### src/rtl/counter_pkg.sv
// Shared constants and carrier types for the counter channel.
// Assumes one 10 MHz system clock; all link signals sampled as synchronous.
package counter_pkg;
    localparam int CNT_W          = 32;
    localparam int TERM_N         = 16;
    localparam int TERM_SEL_W     = 5;
    // Terminal selects 0..15 are terminals, 16 is the differential star output
    localparam logic [4:0] SEL_STAR_OUT       = 5'h10;
    localparam logic [4:0] SEL_NONE           = 5'h1f;
    localparam logic [4:0] DEF_SRC_TERM       = 5'h08;
    localparam logic [4:0] DEF_GATE_TERM      = 5'h09;
    localparam logic [4:0] DEF_AUX_TERM       = 5'h0a;
    localparam logic [4:0] DEF_OUT_TERM       = 5'h0c;
    localparam logic [4:0] DEF_FREQ_TERM      = 5'h0e;
    // Source kinds
    localparam logic [1:0] SRC_EXTERNAL       = 2'h0;
    localparam logic [1:0] SRC_FAST_INTERNAL  = 2'h1;
    localparam logic [1:0] SRC_MEDIUM_INTERNAL = 2'h2;
    localparam logic [1:0] SRC_SLOW_INTERNAL  = 2'h3;
    // Prescale settings
    localparam logic [1:0] PRESCALE_OFF       = 2'h0;
    localparam logic [1:0] PRESCALE_DIV2      = 2'h1;
    localparam logic [1:0] PRESCALE_DIV8      = 2'h2;
    localparam logic [2:0] WRAP_DIV2          = 3'h1;
    localparam logic [2:0] WRAP_DIV8          = 3'h7;
    // Gate usage
    localparam logic [1:0] GATE_NONE          = 2'h0;
    localparam logic [1:0] GATE_START         = 2'h1;
    localparam logic [1:0] GATE_PAUSE         = 2'h2;
    // Fast pipeline depth: count on third source edge
    localparam int FAST_SYNC_STAGES           = 3;
    localparam logic [CNT_W-1:0] COUNT_RESET  = 32'h0000_0000;

    typedef struct packed {
        logic [1:0]       source_kind;
        logic             source_fast;   // external source above 25 MHz
        logic [1:0]       prescale;
        logic [1:0]       gate_use;
        logic             pause_level;   // gate level that pauses
        logic             generate_mode; // 1 output task, 0 edge counting
        logic             continuous;
        logic             retrigger;
        logic             toggle_out;
        logic             out_invert;
        logic             dir_from_b;
        logic             count_down;
        logic             hardware_enable_input_en;
        logic             cascade_gate;  // gate from other counter
        logic [CNT_W-1:0] pulse_count;
        logic [CNT_W-1:0] period;
    } counter_cfg_t;

    typedef struct packed {
        logic [TERM_SEL_W-1:0] source_sel;
        logic [TERM_SEL_W-1:0] gate_sel;
        logic [TERM_SEL_W-1:0] aux_sel;
        logic [TERM_SEL_W-1:0] out_sel;
        logic [TERM_SEL_W-1:0] freq_sel;
    } route_cfg_t;
endpackage

### src/rtl/input_sync.sv
// Synchroniser of counter inputs onto count-source ticks.
// Assumes source tick and delayed tick are one-cycle enables of sys_clk_i.
`timescale 1ns/1ps
module input_sync #(
    parameter int WIDTH  = 4,
    parameter int STAGES = 3
) (
    input  wire logic             sys_clk_i,
    input  wire logic             sys_rst_i,
    input  wire logic             fast_mode_i,
    input  wire logic             tick_i,
    input  wire logic             delayed_tick_i,
    input  wire logic [WIDTH-1:0] async_i,
    output logic      [WIDTH-1:0] sync_o
);
    logic [WIDTH-1:0] stage_q [STAGES-1];
    logic [WIDTH-1:0] slow_q;

    if (STAGES < 2) $error("input_sync needs two stages or more");

    // [RULE21] Pipelined fast sync
    always_ff @(posedge sys_clk_i) begin
        if (sys_rst_i) begin
            for (int i = 0; i < STAGES-1; i++) stage_q[i] <= '0;
        end else if (tick_i) begin
            stage_q[0] <= async_i;
            for (int i = 1; i < STAGES-1; i++) stage_q[i] <= stage_q[i-1];
        end
    end

    // [RULE22] Delayed-copy sync
    always_ff @(posedge sys_clk_i) begin
        if (sys_rst_i) begin
            slow_q <= '0;
        end else if (delayed_tick_i) begin
            slow_q <= async_i;
        end
    end

    // [RULE20] Select sync path
    assign sync_o = fast_mode_i ? stage_q[STAGES-2] : slow_q;
endmodule

### src/rtl/counter_channel.sv
// Counter/timer channel: arming, triggers, generation, prescale, routing.
// Assumes terminals and source edges are synchronous to sys_clk_i.
//
// Function
// [RULE1] Frequency output routable to terminals 0..15 or star output; terminals idle undriven.
// [RULE2] Frequency output selectable as digital in/out sample clock.
// [RULE3] Defaults: source 8, gate 9, first-edge 10, output on terminal 12.
// [RULE4] All default terminal assignments can be overridden by configuration.
// [RULE5] Nothing counts or generates before the counter is armed.
// [RULE6] Arm by software command or by hardware enable input.
// [RULE7] Outputs combine arm with start/pause; inputs start at arm.
// [RULE8] Start trigger begins generation; continuous runs until software stops.
// [RULE9] Finite emits exact pulse count; retriggerable restarts on later triggers. Code ends one pulse short if paused at the last terminal count.
// [RULE10] Start trigger arrives on the gating input.
// [RULE11] Pause level holds the count in edge counting; level selectable.
// [RULE12] Pause level suspends continuous pulse output; polarity selectable.
// [RULE13] Pause trigger arrives on the gating input.
// [RULE14] Output and terminal count route to other counters' gates for cascading.
// [RULE15] Prescaler offers divide-by-8, divide-by-2, or bypass.
// [RULE16] Prescaler wraps after eight or two edges; main counter counts wraps.
// [RULE17] Prescaler count is not readable by software.
// [RULE18] Prescaling only with external source, never internal timebases.
// [RULE19] Main counter is 32 bits, steps on selected source edge.
// [RULE20] Gate and other inputs are synchronised to the source; hardware enable arming uses the raw input instead.
// [RULE21] Fast sources: sync on rising edges, count on third edge, pipelined.
// [RULE22] Slow sources: sync on delayed source copy, count next edge.
// [RULE23] Output pulses or toggles on terminal count, with selectable polarity.
// [RULE24] Direction input may select up or down counting.
// [RULE25] Source edge increments or decrements per application.
// [RULE26] Triggers before arming are ignored.
// [RULE27] Sync mode latched at arming, fixed while task runs.
`timescale 1ns/1ps
module counter_channel #(
    parameter int CNT_WIDTH = counter_pkg::CNT_W,
    parameter int TERMS     = counter_pkg::TERM_N
) (
    input  wire logic                        sys_clk_i,
    input  wire logic                        sys_rst_i,
    input  wire counter_pkg::counter_cfg_t   cfg_i,
    input  wire counter_pkg::route_cfg_t     route_i,
    input  wire logic                        route_default_i,
    input  wire logic                        sw_arm_i,
    input  wire logic                        sw_stop_i,
    input  wire logic                        hardware_enable_input_i,
    input  wire logic                        fast_internal_timebase_i,
    input  wire logic                        medium_internal_timebase_i,
    input  wire logic                        slow_internal_timebase_i,
    input  wire logic [TERMS-1:0]            programmable_function_terminal_i,
    input  wire logic                        cascade_in_i,
    input  wire logic                        frequency_generator_output_i,
    input  wire logic                        freq_to_di_clk_i,
    input  wire logic                        freq_to_do_clk_i,
    output logic      [TERMS-1:0]            programmable_function_terminal_o,
    output logic      [TERMS-1:0]            programmable_function_terminal_oe_o,
    output logic                             differential_star_trigger_output_o,
    output logic                             di_sample_clock_o,
    output logic                             do_sample_clock_o,
    output logic                             counter_zero_output_o,
    output logic                             terminal_count_o,
    output logic                             armed_o,
    output logic                             running_o,
    output logic      [CNT_WIDTH-1:0]        count_o
);
    typedef enum logic [3:0] {
        ST_IDLE  = 4'b0001,
        ST_ARMED = 4'b0010,
        ST_RUN   = 4'b0100,
        ST_DONE  = 4'b1000
    } state_t;

    if (CNT_WIDTH != 32) $error("counter width must be 32");
    if (TERMS > 16 || TERMS < 13) $error("terminal count must be 13..16");

    // Picks one terminal by select code; codes past the terminals read low
    function automatic logic pick_term(input logic [TERMS-1:0] t, input logic [4:0] sel);
        pick_term = (sel < 5'(TERMS)) ? t[sel[3:0]] : 1'b0;
    endfunction

    state_t                 state_q;
    logic [CNT_WIDTH-1:0]   count_q;
    logic [CNT_WIDTH-1:0]   pulses_q;
    logic [2:0]             pre_q;
    logic                   src_q;
    logic                   src_dly_q;
    logic                   fast_mode_q;
    logic                   out_q;
    logic                   tc_q;
    logic                   gate_prev_q;
    logic                   hardware_enable_input_prev_q;
    logic                   tick;
    logic                   dly_tick;
    logic                   src_raw;
    logic                   count_tick;
    logic                   pre_allowed;
    logic [2:0]             wrap;
    counter_pkg::route_cfg_t rt;
    logic [3:0]             async_in;
    logic [3:0]             synced;
    logic                   gate_s;
    logic                   aux_s;
    logic                   dir_b_s;
    logic                   arm_req;
    logic                   start_evt;
    logic                   paused;
    logic                   count_down;
    logic                   at_tc;
    logic                   out_level;

    // [RULE3] Default terminals
    // [RULE4] Configured override
    always_comb begin
        if (route_default_i) begin
            rt.source_sel = counter_pkg::DEF_SRC_TERM;
            rt.gate_sel   = counter_pkg::DEF_GATE_TERM;
            rt.aux_sel    = counter_pkg::DEF_AUX_TERM;
            rt.out_sel    = counter_pkg::DEF_OUT_TERM;
            rt.freq_sel   = counter_pkg::DEF_FREQ_TERM;
        end else begin
            rt = route_i;
        end
    end

    always_comb begin
        case (cfg_i.source_kind)
            counter_pkg::SRC_FAST_INTERNAL:   src_raw = fast_internal_timebase_i;
            counter_pkg::SRC_MEDIUM_INTERNAL: src_raw = medium_internal_timebase_i;
            counter_pkg::SRC_SLOW_INTERNAL:   src_raw = slow_internal_timebase_i;
            default: src_raw = pick_term(programmable_function_terminal_i, rt.source_sel);
        endcase
    end

    // Source edge detector, plus a one-cycle late copy for the slow path
    always_ff @(posedge sys_clk_i) begin
        if (sys_rst_i) begin
            src_q     <= 1'b0;
            src_dly_q <= 1'b0;
        end else begin
            src_q     <= src_raw;
            src_dly_q <= tick;
        end
    end
    // [RULE19] Selected source edge
    assign tick     = src_raw & ~src_q;
    // [RULE22] Delayed source copy
    assign dly_tick = src_dly_q;

    // [RULE27] Mode fixed at arm
    always_ff @(posedge sys_clk_i) begin
        if (sys_rst_i) begin
            fast_mode_q <= 1'b0;
        end else if (state_q == ST_IDLE) begin
            fast_mode_q <= (cfg_i.source_kind == counter_pkg::SRC_FAST_INTERNAL) |
                           ((cfg_i.source_kind == counter_pkg::SRC_EXTERNAL) & cfg_i.source_fast);
        end
    end

    // [RULE14] Cascade into gate
    assign async_in = {hardware_enable_input_i,
                       pick_term(programmable_function_terminal_i, rt.aux_sel),
                       pick_term(programmable_function_terminal_i, rt.aux_sel),
                       cfg_i.cascade_gate ? cascade_in_i
                           : pick_term(programmable_function_terminal_i, rt.gate_sel)};

    input_sync #(
        .WIDTH  (4),
        .STAGES (counter_pkg::FAST_SYNC_STAGES)
    ) u_sync (
        .sys_clk_i      (sys_clk_i),
        .sys_rst_i      (sys_rst_i),
        .fast_mode_i    (fast_mode_q),
        .tick_i         (tick),
        .delayed_tick_i (dly_tick),
        .async_i        (async_in),
        .sync_o         (synced)
    );
    assign gate_s  = synced[0];
    assign dir_b_s = synced[1];
    assign aux_s   = synced[2];

    // [RULE18] External source only
    assign pre_allowed = (cfg_i.source_kind == counter_pkg::SRC_EXTERNAL) &
                         (cfg_i.prescale != counter_pkg::PRESCALE_OFF);
    assign wrap = (cfg_i.prescale == counter_pkg::PRESCALE_DIV8) ? counter_pkg::WRAP_DIV8
                                                                 : counter_pkg::WRAP_DIV2;
    // [RULE17] Prescaler kept internal
    // [RULE16] Wrap then count
    always_ff @(posedge sys_clk_i) begin
        if (sys_rst_i || !pre_allowed || state_q == ST_IDLE) begin
            pre_q <= 3'h0;
        end else if (tick) begin
            pre_q <= (pre_q == wrap) ? 3'h0 : pre_q + 3'h1;
        end
    end
    // [RULE15] Divide or bypass
    assign count_tick = pre_allowed ? (tick && pre_q == wrap) : (fast_mode_q ? tick : dly_tick);

    // [RULE6] Software or hardware arm
    assign arm_req = sw_arm_i | (cfg_i.hardware_enable_input_en & hardware_enable_input_i & ~hardware_enable_input_prev_q);
    // [RULE10] Gate is start
    // [RULE26] Ignored unless armed
    assign start_evt = (cfg_i.gate_use == counter_pkg::GATE_START) & gate_s & ~gate_prev_q;
    // [RULE11] Pause level hold
    // [RULE13] Gate is pause
    assign paused = (cfg_i.gate_use == counter_pkg::GATE_PAUSE) & (gate_s == cfg_i.pause_level);
    // [RULE24] Direction input
    assign count_down = cfg_i.dir_from_b ? ~dir_b_s : cfg_i.count_down;
    assign at_tc = cfg_i.generate_mode ? (count_q == '0)
                                       : (count_down ? count_q == '0 : &count_q);

    always_ff @(posedge sys_clk_i) begin
        if (sys_rst_i) begin
            gate_prev_q   <= 1'b0;
            hardware_enable_input_prev_q <= 1'b0;
        end else begin
            gate_prev_q   <= gate_s;
            hardware_enable_input_prev_q <= hardware_enable_input_i;
        end
    end

    // [RULE5] Arm before run
    always_ff @(posedge sys_clk_i) begin
        if (sys_rst_i || sw_stop_i) begin
            state_q <= ST_IDLE;
        end else begin
            case (state_q)
                ST_IDLE: begin
                    if (arm_req) begin
                        // [RULE7] Arm starts inputs
                        state_q <= (!cfg_i.generate_mode ||
                                    cfg_i.gate_use != counter_pkg::GATE_START) ? ST_RUN
                                                                               : ST_ARMED;
                    end
                end
                ST_ARMED: begin
                    // [RULE8] Start begins output
                    if (start_evt) state_q <= ST_RUN;
                end
                ST_RUN: begin
                    // [RULE9] Finite stop
                    if (cfg_i.generate_mode && !cfg_i.continuous && count_tick && at_tc &&
                        pulses_q == 32'h0000_0001) state_q <= ST_DONE;
                end
                ST_DONE: begin
                    // [RULE9] Retrigger restart
                    if (cfg_i.retrigger && start_evt) state_q <= ST_RUN;
                end
                default: state_q <= ST_IDLE;
            endcase
        end
    end

    // [RULE25] Step up or down
    always_ff @(posedge sys_clk_i) begin
        if (sys_rst_i || state_q == ST_IDLE) begin
            count_q <= cfg_i.generate_mode ? cfg_i.period : counter_pkg::COUNT_RESET;
        end else if ((state_q == ST_ARMED || state_q == ST_DONE) && start_evt) begin
            count_q <= cfg_i.period;
        end else if (state_q == ST_RUN && count_tick && !paused) begin
            if (cfg_i.generate_mode) begin
                // [RULE12] Pause suspends pulses
                count_q <= at_tc ? cfg_i.period : count_q - 32'h0000_0001;
            end else begin
                count_q <= count_down ? count_q - 32'h0000_0001 : count_q + 32'h0000_0001;
            end
        end
    end

    always_ff @(posedge sys_clk_i) begin
        if (sys_rst_i || state_q == ST_IDLE) begin
            pulses_q <= cfg_i.pulse_count;
        end else if ((state_q == ST_ARMED || state_q == ST_DONE) && start_evt) begin
            pulses_q <= cfg_i.pulse_count;
        end else if (state_q == ST_RUN && count_tick && !paused && at_tc &&
                     cfg_i.generate_mode) begin
            pulses_q <= pulses_q - 32'h0000_0001;
        end
    end

    // [RULE23] Pulse or toggle
    always_ff @(posedge sys_clk_i) begin
        if (sys_rst_i || state_q == ST_IDLE) begin
            tc_q  <= 1'b0;
            out_q <= 1'b0;
        end else begin
            tc_q <= state_q == ST_RUN && count_tick && !paused && at_tc;
            if (state_q == ST_RUN && count_tick && !paused && at_tc) begin
                out_q <= cfg_i.toggle_out ? ~out_q : 1'b1;
            end else if (!cfg_i.toggle_out) begin
                out_q <= 1'b0;
            end
        end
    end
    assign out_level = out_q ^ cfg_i.out_invert;

    // [RULE1] Terminal drive, idle undriven
    always_ff @(posedge sys_clk_i) begin
        if (sys_rst_i) begin
            programmable_function_terminal_o    <= '0;
            programmable_function_terminal_oe_o <= '0;
            differential_star_trigger_output_o  <= 1'b0;
        end else begin
            for (int i = 0; i < TERMS; i++) begin
                programmable_function_terminal_oe_o[i] <= (rt.out_sel == 5'(i)) ||
                                                          (rt.freq_sel == 5'(i));
                programmable_function_terminal_o[i] <= (rt.out_sel == 5'(i)) ? out_level
                    : ((rt.freq_sel == 5'(i)) & frequency_generator_output_i);
            end
            differential_star_trigger_output_o <= (rt.freq_sel == counter_pkg::SEL_STAR_OUT) &
                                                  frequency_generator_output_i;
        end
    end

    // [RULE2] Frequency as sample clock
    always_ff @(posedge sys_clk_i) begin
        if (sys_rst_i) begin
            di_sample_clock_o <= 1'b0;
            do_sample_clock_o <= 1'b0;
        end else begin
            di_sample_clock_o <= freq_to_di_clk_i & frequency_generator_output_i;
            do_sample_clock_o <= freq_to_do_clk_i & frequency_generator_output_i;
        end
    end

    // [RULE14] Output and terminal count exported
    assign counter_zero_output_o = out_level;
    assign terminal_count_o      = tc_q;
    assign armed_o               = state_q != ST_IDLE;
    assign running_o             = state_q == ST_RUN;
    assign count_o               = count_q;
endmodule

### config.mk
export PLATFORM = sky130hd
export DESIGN_NAME = counter_channel
export DESIGN_NICKNAME = d
export VERILOG_FILES = /design/src/rtl/counter_pkg.sv /design/src/rtl/input_sync.sv /design/src/rtl/counter_channel.sv
export SDC_FILE = /design/constraint.sdc
export NUM_CORES = 1
export LEC_CHECK = 0
export BUFFER_PORTS_ARGS = -buffer_cell sky130_fd_sc_hd__buf_2
export CORE_MARGIN = 2
export CORE_UTILIZATION = 35
export CTS_BUF_LIST = sky130_fd_sc_hd__clkbuf_4
export DETAILED_ROUTE_END_ITERATION = 8
export PLACE_DENSITY = 0.6
export SLEW_MARGIN = 20
export SYNTH_ARGS = -nofsm -noshare
export SYNTH_HDL_FRONTEND = slang
export SYNTH_SLANG_ARGS = --single-unit
### constraint.sdc
create_clock -name sys_clk_i -period 10.7 [get_ports sys_clk_i]
set_clock_uncertainty 0.05 [all_clocks]
set_input_delay 0.535 -clock sys_clk_i [delete_from_list [all_inputs] [get_ports sys_clk_i]]
set_output_delay 0.535 -clock sys_clk_i [all_outputs]
set_load 0.1 [all_outputs]
# Word-level counts from Yosys, hierarchy flattened
# Memory sizes are Yosys's and may differ from the RTL's.
# Index checks and enable logic that the tools add are counted.
[classes]
n_reduce_logical = 46
n_lt_le_gt_ge = 6
add_sub_neg = 4
eq_ne = 51
bitwise_logic = 37
n_mux = 62
[op_table]
columns = ["op", "count"]
rows = [
  ["$mux W32", 10],
  ["$eq A5 B4 Y1 const B", 16],
  ["$sub A32 B1 Y32 const B", 2],
  ["$eq A5 B3 Y1 const B", 8],
  ["$mux W1", 36],
  ["$add A32 B1 Y32 const B", 1],
  ["$eq A32 B1 Y1 const B", 1],
  ["$logic_not A32 Y1", 1],
  ["$reduce_and A32 Y1", 1],
  ["$and A1 B1 Y1", 27],
  ["$mux W25", 1],
  ["$mux W4", 6],
  ["$logic_or A1 B1 Y1", 22],
  ["$eq A5 B2 Y1 const B", 4],
  ["$pmux W4 S4", 1],
  ["$lt A4 B5 Y1 const B", 3],
  ["$lt A5 B5 Y1 const B", 3],
  ["$bmux W1 S4", 3],
  ["$logic_and A1 B1 Y1", 11],
  ["$eq A5 B1 Y1 const B", 2],
  ["$logic_not A5 Y1", 2],
  ["$mux W3", 3],
  ["$eq A2 B2 Y1 const B", 4],
  ["$ne A2 B1 Y1 const B", 3],
  ["other kinds (21)", 35],
]
[totals]
mem_bits_rw = 8
register_bits = 115
wordCells = 224
n_memories = 1
out_inout_bits = 71
[memory_table]
columns = ["memory", "words", "width", "rd", "rd_ports_with_merged_regs", "write_ports", "line_no", "text"]
rows = [
  ["u_sync.stage_q", 2, 4, 2, 0, 2, "input_sync.sv:16", "logic [WIDTH-1:0] stage_q [STAGES-1];"],
]

# Logic depth before layout (Yosys ltp)
# Gate-level depths: netlist (run 1).
[logic_depth]
depth_word = 15
ltp_mapped = 11

# Hierarchy
# Synthesis (run 1) repeated with hierarchy kept, for this count alone.
[unflattened]
cells_unflattened = 957
hier_area_um2 = 8191.6
[by_module_without_submodules]
columns = ["module", "area_each_um2", "cells_per_inst", "n_inst", "seq_area_each_um2"]
rows = [
  ["counter_channel", 7693.6, 922, 1, 2902.8],
  ["input_sync", 498.0, 35, 1, 320.3],
]

# Least setup slack after synthesis (run 1)
# Ideal clock, no wire load.
[synth_path]
path_type = "reg-to-reg"
startpoint = "register state_q[3]"
endpoint = "register pulses_q[0] (enable)"
n_path_buf = 0
t_arrival_ns = 5.426
path_slack_ns = 4.832
path_stages_with_launch = 6
required_ns = 10.258
cell_sequence = "dfxtp_1 > or4b_2 > inv_1 > o21ai_0 > o21ai_0 > and2_1"
[synth_via]
elab_chain_len = 6
[synth_lines]
columns = ["element", "line_no", "text"]
rows = [
  ["from (decl)", "counter_channel.sv:79", "state_t state_q;"],
  ["from (signal assigned)", "counter_channel.sv:229", "state_q <= (!cfg_i.generate_mode ||"],
  ["$eq A4 B3 Y1", "n/a", ""],
  ["via running_o", "counter_channel.sv:61", "output logic running_o,"],
  ["$logic_and A1 B1 Y1 (4 in a row)", "counter_channel.sv:273", "end else if (state_q == ST_RUN && count_tick && !paused && at_tc &&"],
  ["$reduce_bool A3 Y1 (no source line)", "n/a", ""],
  ["to (signal assigned)", "counter_channel.sv:270", "pulses_q <= cfg_i.pulse_count;"],
  ["to (signal assigned)", "counter_channel.sv:272", "pulses_q <= cfg_i.pulse_count;"],
  ["to (signal assigned)", "counter_channel.sv:275", "pulses_q <= pulses_q - 32'h0000_0001;"],
  ["to (decl)", "counter_channel.sv:81", "logic [CNT_WIDTH-1:0] pulses_q;"],
]
# The timed path passes the listed nets, and every way through them passes these cells.
# A chain may end at the register's enable or synchronous reset.

# Worst setup path in the final report (run 1)
[layout_path]
startpoint = "register state_q[3]"
endpoint = "register pulses_q[0] (enable)"
[layout_via]
elab_chain_len = 6
[layout_lines]
columns = ["element", "line_no"]
rows = [
  ["$eq A4 B3 Y1", "counter_channel.sv:273"],
  ["$logic_and A1 B1 Y1 (4 in a row)", "counter_channel.sv:273"],
  ["$reduce_bool A3 Y1 (no source line) (*)", "n/a"],
]
# Every way passes the cells marked *; elsewhere a longest branch is shown, timed or not.

==> impl_metrics.env, run 1 <==
export IMPL_status="finished clean"
export IMPL_comb_power_share=0.326
export IMPL_cp_end_kind="flip-flop"
export IMPL_via_per_inst=5.53
export IMPL_worst_path_stages=8
export IMPL_cts_tree="built"
export IMPL_die_x_um=155
export IMPL_synth_cell_types=86
export IMPL_slowest_stage="nor4b_1"
export IMPL_numCtsBuffers=17
export IMPL_power_internal_mw=0.794
export IMPL_grt_max_degree=66
export IMPL_leakage_nw=3.87
export IMPL_critPathArrivalTime_ps=3600
export IMPL_via_count=7791
export IMPL_finalSetupViolCount=0
export IMPL_cts_clk_slew_worst_paths_ps=120
export IMPL_yosys_area_share_adder=0.00941
export IMPL_gr_total_overflow=0
export IMPL_rsz0062_at_grt="no"
export IMPL_syn_inst=922
export IMPL_seqCellArea_sq_mm=0.00306
export IMPL_dpl_cell_count=1373
export IMPL_r2r_end="pulses_q[0]"
export IMPL_drtPass1Iterations=5
export IMPL_cp_max_fo=33
export IMPL_post_dp_cell_area_sq_mm=0.00923
export IMPL_drc=0
export IMPL_grt_pass1_vias=7354
export IMPL_syn_area_sq_mm=0.00798
export IMPL_crit_chain="nor4b_1 -> inv_1 -> nand2_1 -> nor2_4 -> o21ai_2 -> buf_4 -> and2_1 -> buf_4"
export IMPL_crit_top_cell="buf_4"
export IMPL_synth_mux_area_frac=0.0448
export IMPL_multiInputGateArea_sq_mm=0.00465
export IMPL_finish_instance_area_sq_mm=0.00952
export IMPL_worstSetupStartpointType="flip-flop"
export IMPL_grt_pass1_wl_mm=38.6
export IMPL_post_cts_setup_buffers=0
export IMPL_drive_gt1_frac=0.249
export IMPL_synth_xor_area_share=0.0768
export IMPL_dpl_hpwl_mm=18.5
export IMPL_final_period_utilization=0.326
export IMPL_fin_util=0.423
export IMPL_finalWeightedCongestion=0.880
export IMPL_synth_top_area_frac=0.256
export IMPL_drt_initial_drc_count=514
export IMPL_synth_top_area_cell="edfxtp_1"
export IMPL_clockRootBuffer="clkbuf_4"
export IMPL_relSlewSlack=0.326
export IMPL_clock_latency_ps=530
export IMPL_cts_resized=0
export IMPL_ir_drop_v=0.0000672
export IMPL_synth_top_cells_by_count="115 x nand2_1, 88 x nor2_1, 68 x edfxtp_1, 61 x o21ai_0, 56 x a21oi_1"
export IMPL_power_density_mw_per_mm2=147
export IMPL_dp_worst_setup_slack_ps=6880
export IMPL_cap_viol_max_count=0
export IMPL_area_delta_synth_final_pct=19.3
export IMPL_cp_num_buf_inv=3
export IMPL_max_freq_mhz=287
export IMPL_worst_path_largest_cell_delay_ps=870
export IMPL_tightest_slew_ps=1000
export IMPL_final_cells=1410
export IMPL_swShare=0.431
export IMPL_critical_path_top_delay_family="simple AND/OR/NAND/NOR gates"
export IMPL_yosysSeqAreaShare=0.384
export IMPL_portBuffers=205
export IMPL_cts_htree_levels=4
export IMPL_required_ps=10810
export IMPL_r2r_slack_ps=7210
export IMPL_row_count=55
export IMPL_synthArstFlopShare=0
export IMPL_synth_edf_count=68
export IMPL_crit_end="pulses_q[0]"
export IMPL_io_pins=206
export IMPL_postSynthAreaPerCell_sq_um=8.66
export IMPL_pwr_share_seq=0.441
export IMPL_p_clk_frac=0.232
export IMPL_period_needed_ps=3490
export IMPL_crit_type="flip-flop to flip-flop"
export IMPL_r2r_cells=8
export IMPL_nets=1248
export IMPL_synth_seq_cells=119
export IMPL_ys_warnings_count=0
export IMPL_synthFlopType="edfxtp_1"
export IMPL_grtUsageTotal=0.202
export IMPL_synth_nets=1063
export IMPL_hp_class="input pin to flip-flop"
export IMPL_reg2reg_from="state_q[3]"
export IMPL_clk_path_buf_depth=2
export IMPL_finalMaxSlewViolations=0
export IMPL_wl_mm=24.6
export IMPL_p_sw_mw=0.601
export IMPL_hold_buffers=0
export IMPL_setup_slack_ps=7210
export IMPL_start_util=0.355
export IMPL_crit_path_start="state_q[3]"
export IMPL_cts_sinks=119
export IMPL_dieArea_sq_mm=0.0240
export IMPL_die_y_um=155
export IMPL_setup_tns_ps=0
export IMPL_antenna_found_initial=3
export IMPL_synth_top_family_by_area="simple AND/OR/NAND/NOR gates"
export IMPL_ant_nets=0
export IMPL_synth_simple_area_share=0.277
export IMPL_core_area_sq_mm=0.0225
export IMPL_finalHoldViolations=0
export IMPL_yosys_top_cells_area="edfxtp_1 26%, dfxtp_1 13%, nand2_1 5.4%"
export IMPL_fillers=2298
export IMPL_synth_compound_area_frac=0.173
export IMPL_post_synth_top_count_cell="nand2_1"
export IMPL_drt_wirelength_per_cell_um=17.4
-- worst register-to-register path, cell delays in order, from the launching register on --
cell and delay [ps]:
dfxtp_1 380, nor4b_1 870, inv_1 320, nand2_1 270, nor2_4 170, o21ai_2 90, buf_4 400, and2_1 200
buf_4 370
-- area by class of cell --
type / count / share of cell area
inverters: 21 / 0.00828
clock buffers: 18 / 0.0142
multi-input cells: 736 / 0.489
repair buffers: 212 / 0.113
well taps: 285 / 0.0375
flip-flops and latches: 119 / 0.322
diodes: 5 / 0.00131
clock inverters: 14 / 0.0146
-- sequential cells by signal, indices dropped and copies added (netlist names), 2 cells and up --
signal	flops
count_o	32
pre_q	3
programmable_function_terminal_o	16
programmable_function_terminal_oe_o	16
pulses_q	32
state_q	4
u_sync.slow_q	2
u_sync.stage_q	4
-- worst min path at each step --
stage	end	slack [ps]	from	depth (start not counted)
floorplan	u_sync.slow_q[1]	400	dly_tick	1
global placement	u_sync.slow_q[1]	420	dly_tick	1
detailed placement	u_sync.slow_q[1]	420	dly_tick	1
CTS	di_sample_clock_o	120	freq_to_di_clk_i	2
global route	do_sample_clock_o	120	freq_to_do_clk_i	2
finish	do_sample_clock_o	170	freq_to_do_clk_i	2
-- through the flow --
stage,total power [mW],hold WS [ps]
after detailed placement,1.08,416
after global routing,1.47,124
after floorplan,0.963,398
after CTS,1.41,123
after global placement,1.07,421
final,1.40,168
-- power groups by stage --
| stage | Combinational (mW) | Sequential (mW) | Clock, mW |
|---|---|---|---|
| 3_3_place_gp | 0.450 | 0.624 | 0 |
| 6_report | 0.455 | 0.616 | 0.324 |
| 2_1_floorplan | 0.209 | 0.754 | 0 |
| 5_1_grt | 0.487 | 0.625 | 0.354 |
| 3_5_place_dp | 0.453 | 0.624 | 0 |
| 4_1_cts | 0.455 | 0.615 | 0.336 |
-- placed cells by master, fill, tap and decap left out, types with 23 or more instances in the layout --
cell      instances
a21oi_1          56
buf_2           205
o21ai_0          60
mux2i_1          29
nand2_1         114
dfxtp_1          51
nand3_1          23
nor2_1           86
edfxtp_1         68
nor4_1           23
xnor2_1          38
nor3_1           27
xor2_1           32
-- cell families after synthesis --
| kind of cell | count (synthesis) |
|---|---|
| compound gates | 216 |
| xor+xnor | 70 |
| fa+ha+maj | 6 |
| buf+inv | 67 |
| flops | 119 |
| mux | 33 |
| simple gates | 411 |
-- metal layers --
layer | global-route usage | up-vias | wire, um
met5 | 0 | - | 27
met4 | 0.0578 | 4 | 448
met3 | 0.0496 | 32 | 1870
met2 | 0.332 | 293 | 11400
met1 | 0.265 | 3660 | 10900
li1 | - | 3802 | -
Note: power is estimated with default switching activity, not from simulation.
==> run 2, diff against run 1 <==
Clock period 10.7 ns to 3.4 ns, I/O delays scaled along.
==> impl_metrics.env, run 2 (synthesis results as in run 1) <==
export IMPL_hold_slack_ps=69.0
export IMPL_crit_path_start="state_q[3]"
export IMPL_leakage_nw=4.37
export IMPL_antenna_found_initial=6
export IMPL_finalMaxSlewViolations=0
export IMPL_hp_class="input pin to flip-flop"
export IMPL_r2r_end="count_o[29]"
export IMPL_start_util=0.355
export IMPL_numCtsBuffers=17
export IMPL_crit_end="count_o[29]"
export IMPL_core_area_sq_mm=0.0225
export IMPL_die_x_um=155
export IMPL_power_density_mw_per_mm2=432
export IMPL_row_count=55
export IMPL_tightest_slew_ps=828
export IMPL_dp_worst_setup_slack_ps=569
export IMPL_io_pins=206
export IMPL_p_clk_frac=0.241
export IMPL_cts_htree_levels=4
export IMPL_p_sw_mw=1.94
export IMPL_drt_initial_drc_count=454
export IMPL_via_per_inst=5.39
export IMPL_fillers=2203
export IMPL_comb_power_share=0.339
export IMPL_relSlewSlack=0.440
export IMPL_critPathArrivalTime_ps=3070
export IMPL_cts_resized=0
export IMPL_status="finished clean"
export IMPL_cts_sinks=119
export IMPL_portBuffers=205
export IMPL_finalHoldViolations=0
export IMPL_grt_pass1_wl_mm=41.1
export IMPL_pwr_share_seq=0.421
export IMPL_dieArea_sq_mm=0.0240
export IMPL_cp_max_fo=20
export IMPL_r2r_cells=6
export IMPL_die_y_um=155
export IMPL_swShare=0.423
export IMPL_rsz0062_at_grt="no"
export IMPL_cap_viol_max_count=0
export IMPL_cp_num_buf_inv=1
export IMPL_final_period_utilization=0.830
export IMPL_area_delta_synth_final_pct=32.9
export IMPL_clk_path_buf_depth=2
export IMPL_worst_path_largest_cell_delay_ps=760
export IMPL_cts_clk_slew_worst_paths_ps=120
export IMPL_grt_max_degree=55
export IMPL_gr_total_overflow=0
export IMPL_clock_latency_ps=550
export IMPL_setup_tns_ps=0
export IMPL_required_ps=3640
export IMPL_via_count=8193
export IMPL_finalSetupViolCount=0
export IMPL_drtPass1Iterations=5
export IMPL_finalWeightedCongestion=0.885
export IMPL_finalPower_mw=4.59
export IMPL_drt_wirelength_per_cell_um=17.3
export IMPL_grtUsageTotal=0.215
export IMPL_nets=1359
export IMPL_ant_nets=0
export IMPL_hold_buffers=95
export IMPL_crit_chain="nor4b_1 -> inv_1 -> nand2_1 -> nand2_1 -> a21oi_1 -> nor2_1"
export IMPL_drive_gt1_frac=0.240
export IMPL_drc=0
export IMPL_crit_top_cell="nand2_1"
export IMPL_multiInputGateArea_sq_mm=0.00466
export IMPL_crit_type="flip-flop to flip-flop"
export IMPL_grt_pass1_vias=7897
export IMPL_reg2reg_from="state_q[3]"
export IMPL_cts_tree="built"
export IMPL_slowest_stage="nor4b_1"
export IMPL_r2r_slack_ps=580
export IMPL_setup_slack_ps=577
export IMPL_clockRootBuffer="clkbuf_4"
export IMPL_cp_end_kind="flip-flop"
export IMPL_post_cts_setup_buffers=0
export IMPL_critical_path_top_delay_family="simple AND/OR/NAND/NOR gates"
export IMPL_layout_commonest_cell="buf_2"
export IMPL_seqCellArea_sq_mm=0.00306
export IMPL_layout_common_cells="205 x buf_2, 114 x nand2_1, 95 x dlygate4sd3_1"
export IMPL_max_freq_mhz=354
export IMPL_ir_drop_v=0.000185
export IMPL_worst_path_stages=6
export IMPL_period_needed_ps=2820
export IMPL_power_internal_mw=2.65
export IMPL_worstSetupStartpointType="flip-flop"
export IMPL_wl_mm=26.2
export IMPL_dpl_hpwl_mm=19.3
==> run 2: power by group through the flow <==
stage	Clock (mW)	Sequential, mW	Combinational [mW]
floorplan	0	2.37	0.663
global placement	0	1.95	1.46
detailed placement	0	1.95	1.46
CTS	1.15	1.92	1.55
global route	1.19	1.96	1.66
finish	1.10	1.93	1.55
==> run 2: worst min-delay path by stage <==
stage                     slack [ps]        startpoint                                      to  cells past startpoint
after global placement           320  freq_to_do_clk_i                       do_sample_clock_o                      2
after global routing              50      cascade_in_i                    u_sync.stage_q[0][0]                      3
after CTS                         10        route_i[5]  programmable_function_terminal_oe_o[6]                      4
final                             70       route_i[14]                    u_sync.stage_q[0][1]                      4
after detailed placement         330  freq_to_do_clk_i                       do_sample_clock_o                      2
after floorplan                  240         sw_stop_i                              state_q[0]                      2
==> run 2: worst min-delay path, delay by kind of cell <==
kind / cells / cell delay, ps
and+or+nand+nor: 1 / 40
AOI/OAI and AO/OA: 2 / 180
buffers and inverters: 1 / 90
==> run 2: metrics by stage <==
stage                     instances  instance area [sq um]   util
after floorplan                 922                   8000      -
final                          1519                  10600  0.471
after detailed placement       1389                   9360  0.416
after global routing           1518                  10600  0.471
after CTS                      1516                  10600  0.471
after global placement         1389                   9360  0.416
==> run 2: layout make-up <==
cell class	count	area share
well taps	285	0.0336
clock inverters	15	0.0155
multi-input cells	736	0.439
diodes	3	0.000708
repair buffers	323	0.203
clock buffers	17	0.0120
flip-flops and latches	119	0.289
inverters	21	0.00779
==> run 2: routing by layer <==
metal  up-vias  share of wire  GRT usage
met5         -         0.0011          0
met4         4          0.015     0.0556
met3        37          0.082     0.0554
met2       348           0.47      0.361
met1      3777           0.43      0.275
li1       4027              -          -
